$ cat src/logic/mfr_pkg.sv
// Constants and types shared by the multi-line fast read front end.
package mfr_pkg;

  // Instruction codes accepted by the front end.
  localparam logic [7:0] CMD_DUAL_OUT = 8'h3b;
  localparam logic [7:0] CMD_QUAD_OUT = 8'h6b;
  localparam logic [7:0] CMD_DUAL_IO  = 8'hbb;
  localparam logic [7:0] CMD_QUAD_IO  = 8'heb;

  // Bit counts of each phase on the serial lines.
  localparam logic [4:0] CMD_BITS  = 5'h08;
  localparam logic [4:0] ADDR_BITS = 5'h18;
  localparam logic [4:0] MODE_BITS = 5'h08;
  localparam logic [3:0] BYTE_BITS = 4'h8;
  localparam int         ADDR_W    = 24;

  // Lane widths in bits per serial clock.
  localparam logic [2:0] LANE_1 = 3'h1;
  localparam logic [2:0] LANE_2 = 3'h2;
  localparam logic [2:0] LANE_4 = 3'h4;

  // Dummy clocks after the address or after the continuous-mode byte.
  localparam logic [3:0] DUMMY_OUT_READ = 4'h8;
  localparam logic [3:0] DUMMY_QUAD_IO  = 4'h4;
  localparam logic [3:0] DUMMY_DUAL_IO  = 4'h0;

  // Continuous-mode byte field that keeps the instruction code skipped.
  localparam int         CONT_SEL_HI  = 5;
  localparam int         CONT_SEL_LO  = 4;
  localparam logic [1:0] CONT_SEL_KEEP = 2'h2;

  // Wrap setting bits: bit 0 disables wrap, bits 2..1 select the length.
  localparam int         WRAP_DISABLE_POS = 0;
  localparam int         WRAP_LEN_HI      = 2;
  localparam int         WRAP_LEN_LO      = 1;
  localparam logic [2:0] WRAP_RESET       = 3'h1;
  localparam logic [7:0] WRAP_MASK_8      = 8'h07;
  localparam logic [7:0] WRAP_MASK_16     = 8'h0f;
  localparam logic [7:0] WRAP_MASK_32     = 8'h1f;
  localparam logic [7:0] WRAP_MASK_64     = 8'h3f;

  // Read parameter field reset value, which selects two dummy clocks.
  localparam logic [1:0] PARAM_RESET = 2'h0;

  // Byte shifted out when the prefetch buffer has run dry.
  localparam logic [7:0] FILL_BYTE  = 8'hff;
  localparam int         FIFO_DEPTH = 32;
  localparam int         FIFO_WIDTH = 8;

  typedef enum logic [2:0] {
    PH_IDLE, PH_CMD, PH_ADDR, PH_MODE, PH_DUMMY, PH_DATA, PH_IGNORE
  } mfr_phase_t;

  typedef enum logic [2:0] {
    K_NONE, K_DUAL_OUT, K_QUAD_OUT, K_DUAL_IO, K_QUAD_IO
  } mfr_kind_t;

endpackage
$ cat src/logic/mfr_fifo.sv
// Prefetch buffer between the memory read port and the serial shifter.
`timescale 1ns/100ps
module mfr_fifo #(
  parameter int WIDTH = 8,
  parameter int DEPTH = 32
) (
  input  wire logic             clk,
  input  wire logic             rst_n,
  input  wire logic             flush,
  input  wire logic             in_valid,
  output logic                  in_ready,
  input  wire logic [WIDTH-1:0] in_data,
  output logic                  out_valid,
  input  wire logic             out_ready,
  output logic [WIDTH-1:0]      out_data
);
  localparam int AW = $clog2(DEPTH);

  typedef struct packed {
    logic [DEPTH-1:0][WIDTH-1:0] mem;
    logic [AW:0]                 wp;
    logic [AW:0]                 rp;
  } mfr_fifo_st_t;

  mfr_fifo_st_t q;
  mfr_fifo_st_t d;

  ////////////////////////////////////////////////////////////////////////////////
  // The extra pointer bit tells a full buffer from an empty one.
  assign in_ready  = !((q.wp[AW] != q.rp[AW]) && (q.wp[AW-1:0] == q.rp[AW-1:0]));
  assign out_valid = (q.wp != q.rp);
  assign out_data  = q.mem[q.rp[AW-1:0]];

  always_comb begin
    d = q;
    if (flush) begin
      d.wp = '0;
      d.rp = '0;
    end else begin
      if (in_valid && in_ready) begin
        d.mem[q.wp[AW-1:0]] = in_data;
        d.wp = q.wp + {{AW{1'b0}}, 1'b1};
      end
      if (out_valid && out_ready) begin
        d.rp = q.rp + {{AW{1'b0}}, 1'b1};
      end
    end
  end

  always_ff @(posedge clk) begin
    if (!rst_n) begin
      q <= '0;
    end else begin
      q <= d;
    end
  end

endmodule // mfr_fifo

$ cat src/logic/mfr_front_end.sv
// Serial flash front end for dual and quad fast read instructions.
// Overview of operation
// - Dual output read returns data on two lines.
// - Eight ignored dummy clocks follow address on output reads.
// - Quad output read returns data on four lines.
// - Quad output read needs quad lines enable bit.
// - Continuous-mode byte follows address; low nibble ignored.
// - Select bits one-zero skip next instruction code.
// - Any other select value restores full instruction.
// - Quad IO read uses four lines, four dummies.
// - Quad IO read needs quad lines enable bit.
// - Enabled wrap restarts at aligned section start.
// - Three wrap bits held: disable and length.
// - Quad command mode dummies are 2,4,6,8.
// - Dummy count resets to two.
// - Mode byte clocks count toward dummy total.
// - Continuous mode also works in quad command mode.
// - Quad command mode ignores the wrap setting.
// - Wrap resets disabled; lengths 8 to 64.
// - Only three bits of wrap byte used.
// - Address advances by one after each byte.
// - Capture on rising edge, launch MSB on falling.
`timescale 1ns/100ps
module mfr_front_end #(
  parameter int FIFO_DEPTH = mfr_pkg::FIFO_DEPTH
) (
  input  wire logic                      CLOCK,
  input  wire logic                      NRST,
  input  wire logic                      SCLK,
  input  wire logic                      CS_N,
  input  wire logic [3:0]                IO_IN,
  output logic [3:0]                     IO_OUT,
  output logic [3:0]                     IO_OE,
  input  wire logic                      QUAD_LINES_ENABLE_BIT,
  input  wire logic                      QUAD_COMMAND_MODE,
  input  wire logic                      WRAP_LOAD,
  input  wire logic [2:0]                WRAP_SETTING_IN,
  input  wire logic                      PARAM_LOAD,
  input  wire logic [1:0]                PARAM_IN,
  input  wire logic                      RESET_INSTR,
  output logic                           MEM_REQ,
  output logic [mfr_pkg::ADDR_W-1:0]     MEM_ADDR,
  input  wire logic                      MEM_ACK,
  input  wire logic [7:0]                MEM_DATA,
  output logic                           CONT_MODE,
  output logic [2:0]                     WRAP_SETTING_BITS,
  output logic [1:0]                     READ_PARAM
);

  typedef struct packed {
    logic [2:0]                 sclk_sync;
    logic [2:0]                 csn_sync;
    logic [2:0][3:0]            io_sync;
    logic                       sclk_lvl;
    logic                       csn_lvl;
    logic [3:0]                 io_lvl;
    mfr_pkg::mfr_phase_t        phase;
    mfr_pkg::mfr_kind_t         kind;
    logic [2:0]                 width;
    logic [4:0]                 cnt;
    logic [23:0]                sh;
    logic [3:0]                 dummy;
    logic                       cont;
    mfr_pkg::mfr_kind_t         cont_kind;
    logic [2:0]                 wrap;
    logic [1:0]                 rdparam;
    logic                       wrap_act;
    logic [7:0]                 dout;
    logic [3:0]                 dleft;
    logic [3:0]                 io_out;
    logic [3:0]                 io_oe;
    logic [mfr_pkg::ADDR_W-1:0] faddr;
    logic                       fetch_on;
    logic                       req;
    logic                       stale;
    logic                       flush;
  } mfr_state_t;

  mfr_state_t q;
  mfr_state_t d;

  logic       sclk_n;
  logic       csn_n;
  logic [3:0] io_n;
  logic       rise;
  logic       fall;
  logic       cs_start;
  logic       cs_end;
  logic [4:0] cnt_next;
  logic [23:0] sh_n;
  logic [2:0] dw;
  logic [7:0] wmask;
  logic       cmd_done;
  logic       addr_done;
  logic       mode_done;
  logic       accept;
  logic       pop;
  logic [7:0] out_byte;
  logic       fifo_in_ready;
  logic       fifo_out_valid;
  logic [7:0] fifo_out_data;

  ////////////////////////////////////////////////////////////////////////////////
  // A synchronised level only moves once the second and third stages agree.
  function automatic logic filt(input logic prev, input logic s2, input logic s3);
    return (s2 == s3) ? s3 : prev;
  endfunction

  // Lane count on the wire for each instruction's data phase.
  function automatic logic [2:0] data_width(input mfr_pkg::mfr_kind_t k);
    case (k)
      mfr_pkg::K_QUAD_OUT,
      mfr_pkg::K_QUAD_IO:  data_width = mfr_pkg::LANE_4;
      default:             data_width = mfr_pkg::LANE_2;
    endcase
  endfunction

  function automatic logic [23:0] shift_in(input logic [23:0] s, input logic [3:0] io,
                                           input logic [2:0] w);
    case (w)
      mfr_pkg::LANE_2: shift_in = {s[21:0], io[1:0]};
      mfr_pkg::LANE_4: shift_in = {s[19:0], io};
      default:         shift_in = {s[22:0], io[0]};
    endcase
  endfunction

  function automatic logic [3:0] top_bits(input logic [7:0] b, input logic [2:0] w);
    case (w)
      mfr_pkg::LANE_4: top_bits = b[7:4];
      default:         top_bits = {2'h0, b[7:6]};
    endcase
  endfunction

  function automatic logic [7:0] shl(input logic [7:0] b, input logic [2:0] w);
    case (w)
      mfr_pkg::LANE_4: shl = {b[3:0], 4'h0};
      default:         shl = {b[5:0], 2'h0};
    endcase
  endfunction

  function automatic logic [3:0] lane_mask(input logic [2:0] w);
    case (w)
      mfr_pkg::LANE_4: lane_mask = 4'hf;
      default:         lane_mask = 4'h3;
    endcase
  endfunction

  function automatic logic [7:0] wrap_mask(input logic [1:0] len);
    case (len)
      2'h0:    wrap_mask = mfr_pkg::WRAP_MASK_8;
      2'h1:    wrap_mask = mfr_pkg::WRAP_MASK_16;
      2'h2:    wrap_mask = mfr_pkg::WRAP_MASK_32;
      default: wrap_mask = mfr_pkg::WRAP_MASK_64;
    endcase
  endfunction

  ////////////////////////////////////////////////////////////////////////////////
  // Edge and phase detection on the filtered link signals.
  assign sclk_n = filt(q.sclk_lvl, q.sclk_sync[1], q.sclk_sync[2]);
  assign csn_n  = filt(q.csn_lvl, q.csn_sync[1], q.csn_sync[2]);
  for (genvar i = 0; i < 4; i++) begin : g_io_filt
    assign io_n[i] = filt(q.io_lvl[i], q.io_sync[1][i], q.io_sync[2][i]);
  end

  assign rise      = !q.sclk_lvl && sclk_n && !csn_n;
  assign fall      = q.sclk_lvl && !sclk_n && !csn_n;
  assign cs_start  = q.csn_lvl && !csn_n;
  assign cs_end    = !q.csn_lvl && csn_n;
  assign cnt_next  = q.cnt + {2'h0, q.width};
  assign sh_n      = shift_in(q.sh, io_n, q.width);
  assign dw        = data_width(q.kind);
  assign wmask     = wrap_mask(q.wrap[mfr_pkg::WRAP_LEN_HI:mfr_pkg::WRAP_LEN_LO]);
  assign cmd_done  = rise && (q.phase == mfr_pkg::PH_CMD) && (cnt_next == mfr_pkg::CMD_BITS);
  assign addr_done = rise && (q.phase == mfr_pkg::PH_ADDR) && (cnt_next == mfr_pkg::ADDR_BITS);
  assign mode_done = rise && (q.phase == mfr_pkg::PH_MODE) && (cnt_next == mfr_pkg::MODE_BITS);
  assign accept    = q.req && MEM_ACK && !q.stale;

  ////////////////////////////////////////////////////////////////////////////////
  always_comb begin
    d = q;
    pop = 1'b0;
    out_byte = mfr_pkg::FILL_BYTE;
    d.sclk_sync = {q.sclk_sync[1:0], SCLK};
    d.csn_sync  = {q.csn_sync[1:0], CS_N};
    d.io_sync   = {q.io_sync[1:0], IO_IN};
    d.sclk_lvl  = sclk_n;
    d.csn_lvl   = csn_n;
    d.io_lvl    = io_n;
    d.flush     = cs_start || cs_end;
    if (WRAP_LOAD) begin
      d.wrap = WRAP_SETTING_IN;
    end
    if (RESET_INSTR) begin
      d.rdparam = mfr_pkg::PARAM_RESET;
      d.cont    = 1'b0;
    end
    if (PARAM_LOAD) begin
      d.rdparam = PARAM_IN;
    end
    // Prefetch runs ahead of the shifter until the buffer is full; one request is in flight at most.
    if (q.req && MEM_ACK) begin
      d.req   = 1'b0;
      d.stale = 1'b0;
      if (!q.stale) begin
        if (q.wrap_act) begin
          d.faddr[7:0] = (q.faddr[7:0] & ~wmask) | ((q.faddr[7:0] + 8'h01) & wmask);
        end else begin
          d.faddr = q.faddr + 24'h000001;
        end
      end
    // A request raised as the frame closes would come back unmarked as stale.
    end else if (!q.req && q.fetch_on && fifo_in_ready && !q.flush && !cs_end) begin
      d.req = 1'b1;
    end
    if (cs_end) begin
      d.phase    = mfr_pkg::PH_IDLE;
      d.io_oe    = 4'h0;
      d.io_out   = 4'h0;
      d.fetch_on = 1'b0;
      d.stale    = q.req && !MEM_ACK;
    end else if (cs_start) begin
      d.cnt   = 5'h00;
      d.dleft = 4'h0;
      if (q.cont) begin
        d.phase = mfr_pkg::PH_ADDR;
        d.kind  = q.cont_kind;
        d.width = (q.cont_kind == mfr_pkg::K_QUAD_IO) ? mfr_pkg::LANE_4 : mfr_pkg::LANE_2;
      end else begin
        d.phase = mfr_pkg::PH_CMD;
        d.kind  = mfr_pkg::K_NONE;
        d.width = QUAD_COMMAND_MODE ? mfr_pkg::LANE_4 : mfr_pkg::LANE_1;
      end
    end else begin
      case (q.phase)
        mfr_pkg::PH_CMD: begin
          if (rise) begin
            d.sh  = sh_n;
            d.cnt = cnt_next;
          end
          if (cmd_done) begin
            d.cnt   = 5'h00;
            d.phase = mfr_pkg::PH_ADDR;
            d.width = mfr_pkg::LANE_1;
            if (QUAD_COMMAND_MODE) begin
              if (sh_n[7:0] == mfr_pkg::CMD_QUAD_IO && QUAD_LINES_ENABLE_BIT) begin
                d.kind  = mfr_pkg::K_QUAD_IO;
                d.width = mfr_pkg::LANE_4;
              end else begin
                d.phase = mfr_pkg::PH_IGNORE;
              end
            end else if (sh_n[7:0] == mfr_pkg::CMD_DUAL_OUT) begin
              d.kind = mfr_pkg::K_DUAL_OUT;
            end else if (sh_n[7:0] == mfr_pkg::CMD_QUAD_OUT && QUAD_LINES_ENABLE_BIT) begin
              d.kind = mfr_pkg::K_QUAD_OUT;
            end else if (sh_n[7:0] == mfr_pkg::CMD_DUAL_IO) begin
              d.kind  = mfr_pkg::K_DUAL_IO;
              d.width = mfr_pkg::LANE_2;
            end else if (sh_n[7:0] == mfr_pkg::CMD_QUAD_IO && QUAD_LINES_ENABLE_BIT) begin
              d.kind  = mfr_pkg::K_QUAD_IO;
              d.width = mfr_pkg::LANE_4;
            end else begin
              d.phase = mfr_pkg::PH_IGNORE;
            end
          end
        end
        mfr_pkg::PH_ADDR: begin
          if (rise) begin
            d.sh  = sh_n;
            d.cnt = cnt_next;
          end
          if (addr_done) begin
            d.cnt      = 5'h00;
            d.faddr    = sh_n;
            d.fetch_on = 1'b1;
            d.wrap_act = (q.kind == mfr_pkg::K_QUAD_IO) && !QUAD_COMMAND_MODE &&
                         !q.wrap[mfr_pkg::WRAP_DISABLE_POS];
            if (q.kind == mfr_pkg::K_DUAL_IO || q.kind == mfr_pkg::K_QUAD_IO) begin
              d.phase = mfr_pkg::PH_MODE;
            end else begin
              d.phase = mfr_pkg::PH_DUMMY;
              d.dummy = mfr_pkg::DUMMY_OUT_READ;
            end
          end
        end
        mfr_pkg::PH_MODE: begin
          if (rise) begin
            d.sh  = sh_n;
            d.cnt = cnt_next;
          end
          if (mode_done) begin
            // Only the select pair matters; an all-ones exit pattern clears it.
            d.cont = (sh_n[mfr_pkg::CONT_SEL_HI:mfr_pkg::CONT_SEL_LO] ==
                      mfr_pkg::CONT_SEL_KEEP);
            d.cont_kind = q.kind;
            if (q.kind == mfr_pkg::K_DUAL_IO) begin
              d.dummy = mfr_pkg::DUMMY_DUAL_IO;
            end else if (QUAD_COMMAND_MODE) begin
              d.dummy = {1'b0, q.rdparam, 1'b0};
            end else begin
              d.dummy = mfr_pkg::DUMMY_QUAD_IO;
            end
            d.phase = (d.dummy == 4'h0) ? mfr_pkg::PH_DATA : mfr_pkg::PH_DUMMY;
          end
        end
        mfr_pkg::PH_DUMMY: begin
          // Line values during these clocks are never looked at.
          if (rise) begin
            d.dummy = q.dummy - 4'h1;
            if (q.dummy == 4'h1) begin
              d.phase = mfr_pkg::PH_DATA;
            end
          end
        end
        mfr_pkg::PH_DATA: begin
          if (fall) begin
            d.io_oe = lane_mask(dw);
            if (q.dleft == 4'h0) begin
              // An empty buffer means memory lagged; the fill byte shows it.
              out_byte = fifo_out_valid ? fifo_out_data : mfr_pkg::FILL_BYTE;
              pop      = fifo_out_valid;
              d.io_out = top_bits(out_byte, dw);
              d.dout   = shl(out_byte, dw);
              d.dleft  = mfr_pkg::BYTE_BITS - {1'b0, dw};
            end else begin
              d.io_out = top_bits(q.dout, dw);
              d.dout   = shl(q.dout, dw);
              d.dleft  = q.dleft - {1'b0, dw};
            end
          end
        end
        mfr_pkg::PH_IGNORE: begin
          d.phase = mfr_pkg::PH_IGNORE;
        end
        default: begin
          d.phase = mfr_pkg::PH_IDLE;
        end
      endcase
    end
  end

  always_ff @(posedge CLOCK) begin
    if (!NRST) begin
      q           <= '0;
      q.csn_sync  <= 3'h7;
      q.csn_lvl   <= 1'b1;
      q.phase     <= mfr_pkg::PH_IDLE;
      q.kind      <= mfr_pkg::K_NONE;
      q.cont_kind <= mfr_pkg::K_NONE;
      q.wrap      <= mfr_pkg::WRAP_RESET;
      q.rdparam   <= mfr_pkg::PARAM_RESET;
      q.cont      <= 1'b0;
    end else begin
      q <= d;
    end
  end

  mfr_fifo #(
    .WIDTH (mfr_pkg::FIFO_WIDTH),
    .DEPTH (FIFO_DEPTH)
  ) u_fifo (
    .clk       (CLOCK),
    .rst_n     (NRST),
    .flush     (q.flush),
    .in_valid  (accept && q.fetch_on),
    .in_ready  (fifo_in_ready),
    .in_data   (MEM_DATA),
    .out_valid (fifo_out_valid),
    .out_ready (pop),
    .out_data  (fifo_out_data)
  );

  assign IO_OUT            = q.io_out;
  assign IO_OE             = q.io_oe;
  assign MEM_REQ           = q.req;
  assign MEM_ADDR          = q.faddr;
  assign CONT_MODE         = q.cont;
  assign WRAP_SETTING_BITS = q.wrap;
  assign READ_PARAM        = q.rdparam;
endmodule // mfr_front_end

$ cat config.mk
export PLATFORM = sky130hd
export DESIGN_NAME = mfr_front_end
export DESIGN_NICKNAME = d
export VERILOG_FILES = /design/src/logic/mfr_pkg.sv /design/src/logic/mfr_fifo.sv /design/src/logic/mfr_front_end.sv
export SDC_FILE = /design/constraint.sdc
export NUM_CORES = 1
export LEC_CHECK = 0
export ABC_AREA = 0
export BUFFER_PORTS_ARGS = -buffer_cell sky130_fd_sc_hd__buf_4
export CAP_MARGIN = 20
export CORE_MARGIN = 3
export CORE_UTILIZATION = 47
export CTS_CLUSTER_DIAMETER = 60
export DETAILED_ROUTE_END_ITERATION = 8
export HOLD_SLACK_MARGIN = 0.15
export PLACE_DENSITY_LB_ADDON = 0.1
export SYNTH_ARGS = -nofsm -noshare
export SYNTH_HDL_FRONTEND = slang
export SYNTH_SLANG_ARGS = --single-unit
$ cat constraint.sdc
create_clock -name CLOCK -period 2.5 [get_ports CLOCK]
set_input_delay 0.125 -clock CLOCK [delete_from_list [all_inputs] [get_ports CLOCK]]
set_output_delay 0.125 -clock CLOCK [all_outputs]
set_load 0.02 [all_outputs]
==> results of run 1 <==
==> area by class of cell <==
class,instances,area share (%)
tap,511,2.96
multi-input combinational,1475,44.5
inverter,24,0.417
clock buffer,60,5.65
sequential,386,35.8
timing repair buffer,233,10.1
clock inverter,11,0.574
==> synth_stat cells, drive strengths merged, types with 4 or more instances <==
| cell | instances | area, um^2 |
|---|---|---|
| a21boi | 25 | 188 |
| nor3 | 15 | 80.1 |
| o221ai | 5 | 43.8 |
| nand2 | 152 | 571 |
| nand3 | 286 | 1430 |
| o31ai | 19 | 143 |
| and3 | 18 | 113 |
| a211oi | 4 | 30.0 |
| xnor2 | 13 | 114 |
| a31oi | 5 | 31.3 |
| nand2b | 32 | 200 |
| inv | 23 | 86.3 |
| and3b | 7 | 61.3 |
| o21a | 5 | 37.5 |
| a21o | 6 | 45.0 |
| a221oi | 14 | 123 |
| and2 | 29 | 181 |
| nor2b | 29 | 181 |
| o21ai | 289 | 1450 |
| mux4 | 18 | 405 |
| xor2 | 30 | 263 |
| maj3 | 5 | 51.3 |
| nor2 | 108 | 405 |
| a22oi | 42 | 315 |
| o211ai | 4 | 30.0 |
| buf | 120 | 752 |
| mux2i | 109 | 1090 |
| nor4 | 6 | 67.6 |
| a32oi | 7 | 61.3 |
| clkbuf | 100 | 375 |
| nand4 | 14 | 87.6 |
| ha | 14 | 175 |
| dfxtp | 386 | 7730 |
| a21oi | 71 | 359 |
| o211a | 20 | 200 |
| nor3b | 11 | 82.6 |
| a211o | 4 | 35.0 |
| o22ai | 21 | 131 |
==> power by group through the flow <==
stage               combinational [uW]  sequential, uW  clock (uW)
floorplan                          355            6340           0
finish                             620            6230        6150
global route                       673            6240        6540
detailed placement                 521            6370           0
global placement                   516            6370           0
CTS                                577            6230        6290
==> repair_timing <==
action                                  4_1_cts  5_1_grt
endpoints found under the setup margin      152      313
buffers inserted                              2       10
hold buffers                                 36        0
hold endpoints to repair                    274        0
resized for setup                            19      102
pin swaps                                     5       33
cloned                                        1        8
==> state kept, by name (all words and copies together) (netlist names) <==
signal,flops
CONT_MODE,1
IO_OE,2
IO_OUT,4
MEM_ADDR,24
MEM_REQ,1
READ_PARAM,2
WRAP_SETTING_BITS,3
d,12
q,69
u_fifo.q,268
==> metal layers <==
layer  up-vias  part of all wire, %
met5         -                    0
met4         0                  2.3
met3        76                  4.6
met2       347                   48
met1      7315                   45
li1       7619                    -
==> cell families (layout without fill, tap and decap cells) <==
group / count (synthesis) / in the layout / synth area share [%]
and+or+nand+nor: 723 / 723 / 19.9
AOI/OAI and AO/OA: 560 / 560 / 18.7
DFF: 386 / 386 / 42.7
buffers and inverters: 244 / 328 / 6.73
muxes: 127 / 127 / 8.27
xor gates and xnor gates: 44 / 44 / 2.21
adders and majority gates: 21 / 21 / 1.47
==> per-stage QoR <==
| stage | hold WS (ns) | power [uW] | cell area, um^2 |
|---|---|---|---|
| 2_1_floorplan | 0.226 | 6700 | 18100 |
| 3_3_place_gp | 0.309 | 6880 | 19100 |
| 3_5_place_dp | 0.312 | 6890 | 19100 |
| 4_1_cts | 0.290 | 13100 | 20900 |
| 5_1_grt | 0.327 | 13500 | 21600 |
| 6_report | 0.326 | 13000 | 21600 |
==> critical path: stages, from the launching register on <==
cell,delay [ns]
dfxtp_2,0.34
ha_4,0.16
fa_2,0.41
xor2_4,0.19
nor4_4,0.24
mux2i_4,0.19
buf_6,0.16
nor2_4,0.13
nand4_1,0.11
buf_6,0.18
clkbuf_16,0.17
o211a_1,0.20
==> worst max-delay path by stage <==
stage	slack (ns)	cells past startpoint	to
global route	-0.18	10	CONT_MODE
global placement	-0.05	9	CONT_MODE
detailed placement	-0.11	10	MEM_ADDR[23]
CTS	-0.05	10	u_fifo.q[103]
finish	-0.1	11	MEM_ADDR[19]
floorplan	0.006	9	CONT_MODE
==> results by group, run 1 <==
Floorplan
  • Die Y: ~200 um
  • Row count: between 70 and 80
  • Die ar.: a little over 40000 um^2
  • I/O pins: 66
  • Initial Utilization: about 48%
  • Die width: approximately 200 um
  • Core ar.: 37800 um^2

Critical path
  • Crit Path Max Fanout: 7
  • Reg-to-reg endpoint: MEM_ADDR[19]
  • Crit Reg-Reg Startpoint: q[91]
  • FF-to-FF path depth: 11
  • Critical Path RT: between 2 and 3 ns
  • Arr. time, crit path: roughly 3.1 ns
  • WS Path Type: reg -> reg
  • CP endpoint kind: register
  • Crit path launch type: register
  • Worst R2R Setup Slack: -0.1 ns
  • Worst setup path start: q[91]

Route
  • Drt total wl: 50.0 mm
  • Post-route ant nets: 0
  • Vias/cell: 5.69
  • Residual DRC count: 0
  • Iteration count of the initial detailed-routing pass: 5
  • Avg WL per Cell: 18.5 um
  • Routed via count: around 15k
  • Initial DRC Count: 1109

CTS
  • Maximum root-to-sink buffer count: 3
  • H-tree depth: 2
  • Clock buffer count from CTS: 43
  • CTS Root Cell: clkbuf_16
  • Clock transition at path regs: 0.06 ns
  • Clock latency on the worst-skew pair: about 0.58 ns
  • CTS Sinks: 386
  • TritonCTS clock tree: done

Yosys
  • Sequential area share after synthesis: ~43%
  • Synth warn: 0
  • Mapped cell area: roughly 18000 um^2
  • Flops & latches, synth: a little under 400
  • Post-synth ARST share: 0%
  • Ys flop type: dfxtp_1
  • Post-synth cell types: 72
  • Post-synth EDFFs: 0
  • Mapped Nets: between 2k and 2.5k
  • Syn Inst Count: 2105
  • Post-Syn Area per Cell: 8.59 um^2

Worst hold path
  • Worst min path class: in -> reg
  • End of the worst hold path: d[113]
  • Hold depth: 3
  • Hold Path Origin: IO_IN[3]

Global route
  • Gr ovfl total: 0
  • Met1 GRT Util: a little under a third
  • GR peak layer: met2
  • First-pass GRT wire length: between 70 and 80 mm
  • Initial antenna violation count: 0
  • Global Route met2 Usage: 38.7%
  • Pin count of the biggest net entering global routing: 140
  • Vias in the first global route: approximately 14k
  • All-Layer GR Usage: between 20% and 30%
  • Met3 GRT Util: 3.08%

Cells and area
  • Final Util: between 50% and 60%
  • Reg area: between 7000 and 8000 um^2
  • Most frequent cells in the layout: 379 x dfxtp_1, 283 x o21ai_0, 281 x nand3_1
  • Layout cells sized above 1: between 10% and 20%
  • Area Overhead vs Synth: 19.4%
  • Commonest non-fill, non-tap cell in the layout: dfxtp_1
  • Number of diodes: 0
  • Filler cell count: 3436
  • NumNets Final: about 2.2k
  • Non-filler instance count after layout: roughly 2.7k
  • Multi-input gate area: approximately 9600 um^2

Placement
  • Hpwl dp: around 31 mm
  • GPL Wtd Cong: between 0.8 and 0.9
  • Dpl ws: -0.108 ns
  • Placed insts: ~2.6k
  • Port-buffer cells: between 60 and 70

Pwr
  • Switching power: ~3000 uW
  • Internal power: about 10000 uW
  • Switching part of the total: 23.0%
  • Comb pwr share: ~4.8%
  • Leakage: between 0.008 and 0.009 uW
  • Clock network fraction of total power: between 40% and 50%
  • Seq pwr share: 47.9%
  • P per Cell Area: 602 nW/um^2
  • Max VDD drop: between 0.6 and 0.7 mV

Timing
  • Hold Violations, Final: 0
  • Highest clock rate: ~0.39 GHz
  • Tmin final: roughly 2.6 ns
  • Tcrit/Tclk final: 104%
  • Setup TNS: -1.66 ns
  • Setup ws final: -0.0956 ns
  • RSZ-0062 raised after global routing: yes
  • Relative slew slack: about a quarter
  • Worst-Margin Slew: approximately 1.1 ns
  • Final-report max-slew violation count: 0
  • Final setup vio count: 30
  • Setup Skew: between 0.015 and 0.02 ns

Status
  • Failing checks: negative setup slack
  • Status: complete, but fails checks

Flow run
  • Max Cap Viol: 0
Note: power is estimated with default switching activity, not from simulation.
==> run 2, diff against run 1 <==
Settings changed: GPL_TIMING_DRIVEN set to 1.
Clock period 2.5 ns to 2.7 ns, I/O delays scaled along.
==> run 2 against run 1 <==
- the run now ends clean
- sequential power decreased by 7.2%
- final area decreased by 3.8%
- hold slack improved by 0.0064 ns
- critical endpoint is now u_fifo.q[27]
- largest power group is now clock
- highest routed layer unchanged
==> results by group, run 2 (synthesis results as in run 1) <==
Global route
  • All-Layer GR Usage: 22.9% (was 23.3%)
  • Pin count of the biggest net entering global routing: 108 (was 140)
  • Initial antenna violation count: 0 (unchanged)
  • Vias in the first global route: 14.3k (was 14.4k)
  • First-pass GRT wire length: 76.7 mm (was 78.0 mm)
  • Gr ovfl total: 0 (unchanged)

Cells and area
  • Most frequent cells in the layout: 381 x dfxtp_1, 286 x o21ai_0, 285 x nand3_1 (was 379 x dfxtp_1, 283 x o21ai_0, 281 x nand3_1)
  • Flip-flop count of the largest register after layout: 268 (unchanged)
  • Commonest non-fill, non-tap cell in the layout: dfxtp_1 (unchanged)
  • Largest Register: u_fifo.q (unchanged)
  • Filler cell count: 3524 (was 3436)
  • Area Overhead vs Synth: 14.9% (was 19.4%)
  • Layout cells sized above 1: 13.1% (was 16.7%)
  • Number of diodes: 0 (unchanged)
  • NumNets Final: 2159 (was 2206)

Route
  • Drt total wl: 48.1 mm (was 50.0 mm)
  • Routed via count: 15.1k (was 15.4k)
  • Avg WL per Cell: 18.1 um (was 18.5 um)
  • Initial DRC Count: 987 (was 1109)
  • Residual DRC count: 0 (unchanged)
  • Iteration count of the initial detailed-routing pass: 6 (was 5)
  • Vias/cell: 5.66 (was 5.69)
  • Post-route ant nets: 0 (unchanged)

CTS
  • CTS Sinks: 386 (unchanged)
  • Clock buffer count from CTS: 44 (was 43)
  • H-tree depth: 2 (unchanged)
  • TritonCTS clock tree: done (unchanged)
  • Clock latency on the worst-skew pair: 0.57 ns (was 0.58 ns)
  • Clock transition at path regs: 0.06 ns (about the same)
  • Maximum root-to-sink buffer count: 3 (unchanged)
  • CTS Root Cell: clkbuf_16 (unchanged)

Floorplan
  • Core ar.: 37800 um^2 (unchanged)
  • Row count: 71 (unchanged)
  • Die width: 202 um (unchanged)
  • I/O pins: 66 (unchanged)
  • Die ar.: 40900 um^2 (unchanged)
  • Initial Utilization: 47.8% (unchanged)
  • Die Y: 202 um (unchanged)

Status
  • Status: completed (was complete, but fails checks)

Worst hold path
  • Hold Path Origin: IO_IN[3] (unchanged)
  • Worst min path class: in -> reg (unchanged)

Flow run
  • Max Cap Viol: 0 (unchanged)

Timing
  • Setup Skew: 0.0153 ns (was 0.0196 ns)
  • Tmin final: 2.61 ns (was 2.60 ns)
  • Hold Violations, Final: 0 (unchanged)
  • Relative slew slack: 58.2% (was 23.8%)
  • Highest clock rate: 0.383 GHz (was 0.385 GHz)
  • Worst-Margin Slew: 0.626 ns (was 1.13 ns)
  • Min Hold Slack: 0.332 ns (was 0.326 ns)
  • RSZ-0062 raised after global routing: yes (unchanged)
  • Tcrit/Tclk final: 96.7% (was 104%)
  • Final setup vio count: 0 (was 30)
  • Setup TNS: 0 ns (was -1.66 ns)
  • Final-report max-slew violation count: 0 (unchanged)

Placement
  • Hpwl dp: 31.5 mm (was 31.3 mm)
  • GPL Wtd Cong: 0.868 (was 0.871)
  • Port-buffer cells: 65 (unchanged)

Critical path
  • Crit Path Max Fanout: 38 (was 7)
  • Crit Reg-Reg Startpoint: u_fifo.q[1] (was q[91])
  • Worst setup path start: u_fifo.q[1] (was q[91])
  • Crit path launch type: register (unchanged)
  • WS Path Type: reg -> reg (unchanged)
  • Critical Path RT: 3.12 ns (was 2.95 ns)
  • CP endpoint kind: register (unchanged)
  • Arr. time, crit path: 3.04 ns (was 3.05 ns)
  • Worst R2R Setup Slack: 0.09 ns (was -0.1 ns)

Pwr
  • P per Cell Area: 587 nW/um^2 (was 602 nW/um^2)
  • Max VDD drop: 0.449 mV (was 0.652 mV)
  • Leakage: 0.00757 uW (was 0.00819 uW)
-- run 2: changes by cell type in the layout (fill, tap and decap cells not counted), sizes merged --
cell / change
clkinv: +3
dlygate4sd3: -4
clkdlybuf4s15: -1
buf: -38
clkinvlp: +3
clkbuf: -4
inv: +1
-- run 2: through the flow --
stage | instance area [um^2] | utilization [%] | worst slack, ns | power [uW] | cells
finish | 20800 | 54.9 | 0.0880 | 12200 | 2660
global route | 20800 | 54.9 | -0.140 | 12600 | 2660
CTS | 20700 | 54.7 | 0.00122 | 12300 | 2659
detailed placement | 18900 | 50.0 | -0.0532 | 6360 | 2547
global placement | 18900 | 50.0 | -0.0534 | 6360 | 2547
floorplan | 18100 | - | 0.133 | 6200 | 2105
-- run 2: worst paths after layout --
kind	endpoint	cells after the start
max	u_fifo.q[27]	10
min	d[113]	3
max reg2reg	u_fifo.q[27]	10
min reg2reg	d[120]	1
-- run 2: area by class of cell --
class	instances	area, um^2	area share, %
timing repair buffer	185	1640	7.91
inverter	24	90.1	0.434
tap	511	639	3.08
sequential	386	7740	37.2
multi-input combinational	1475	9230	44.4
clock buffer	61	1260	6.09
clock inverter	18	173	0.831
-- run 2: report_power, final --
group | leakage, uW | switching (uW) | internal (uW)
clock | 0.000708 | 2430 | 3480
sequential | 0.00311 | 57.6 | 5730
combinational | 0.00375 | 313 | 190
-- run 2: what timing repair did --
action / 4_1_cts / 5_1_grt
pin swaps: 5 / 7
resized for setup: 3 / 23
hold endpoints to repair: 268 / 0
buffers inserted: 1 / 1
hold buffers: 32 / 0
endpoints found under the setup margin: 3 / 219
-- run 2: routing by layer --
layer	GRT usage, %	vias up	routed length [um]
met5	0	-	0
met4	7.13	0	1220
met3	3.98	77	2180
met1	31.1	7166	22500
met2	37.5	301	22200
li1	-	7519	-
-- run 2: critical path, stage by stage, from the launching register on --
cell and delay [ns]:
dfxtp_4 0.39, buf_12 0.28, xor2_1 0.20, nor2_1 0.11
a311oi_1 0.26, buf_4 0.21, and3b_1 0.22, buf_12 0.15
nand2_1 0.34, nand3_1 0.21, o21ai_0 0.09
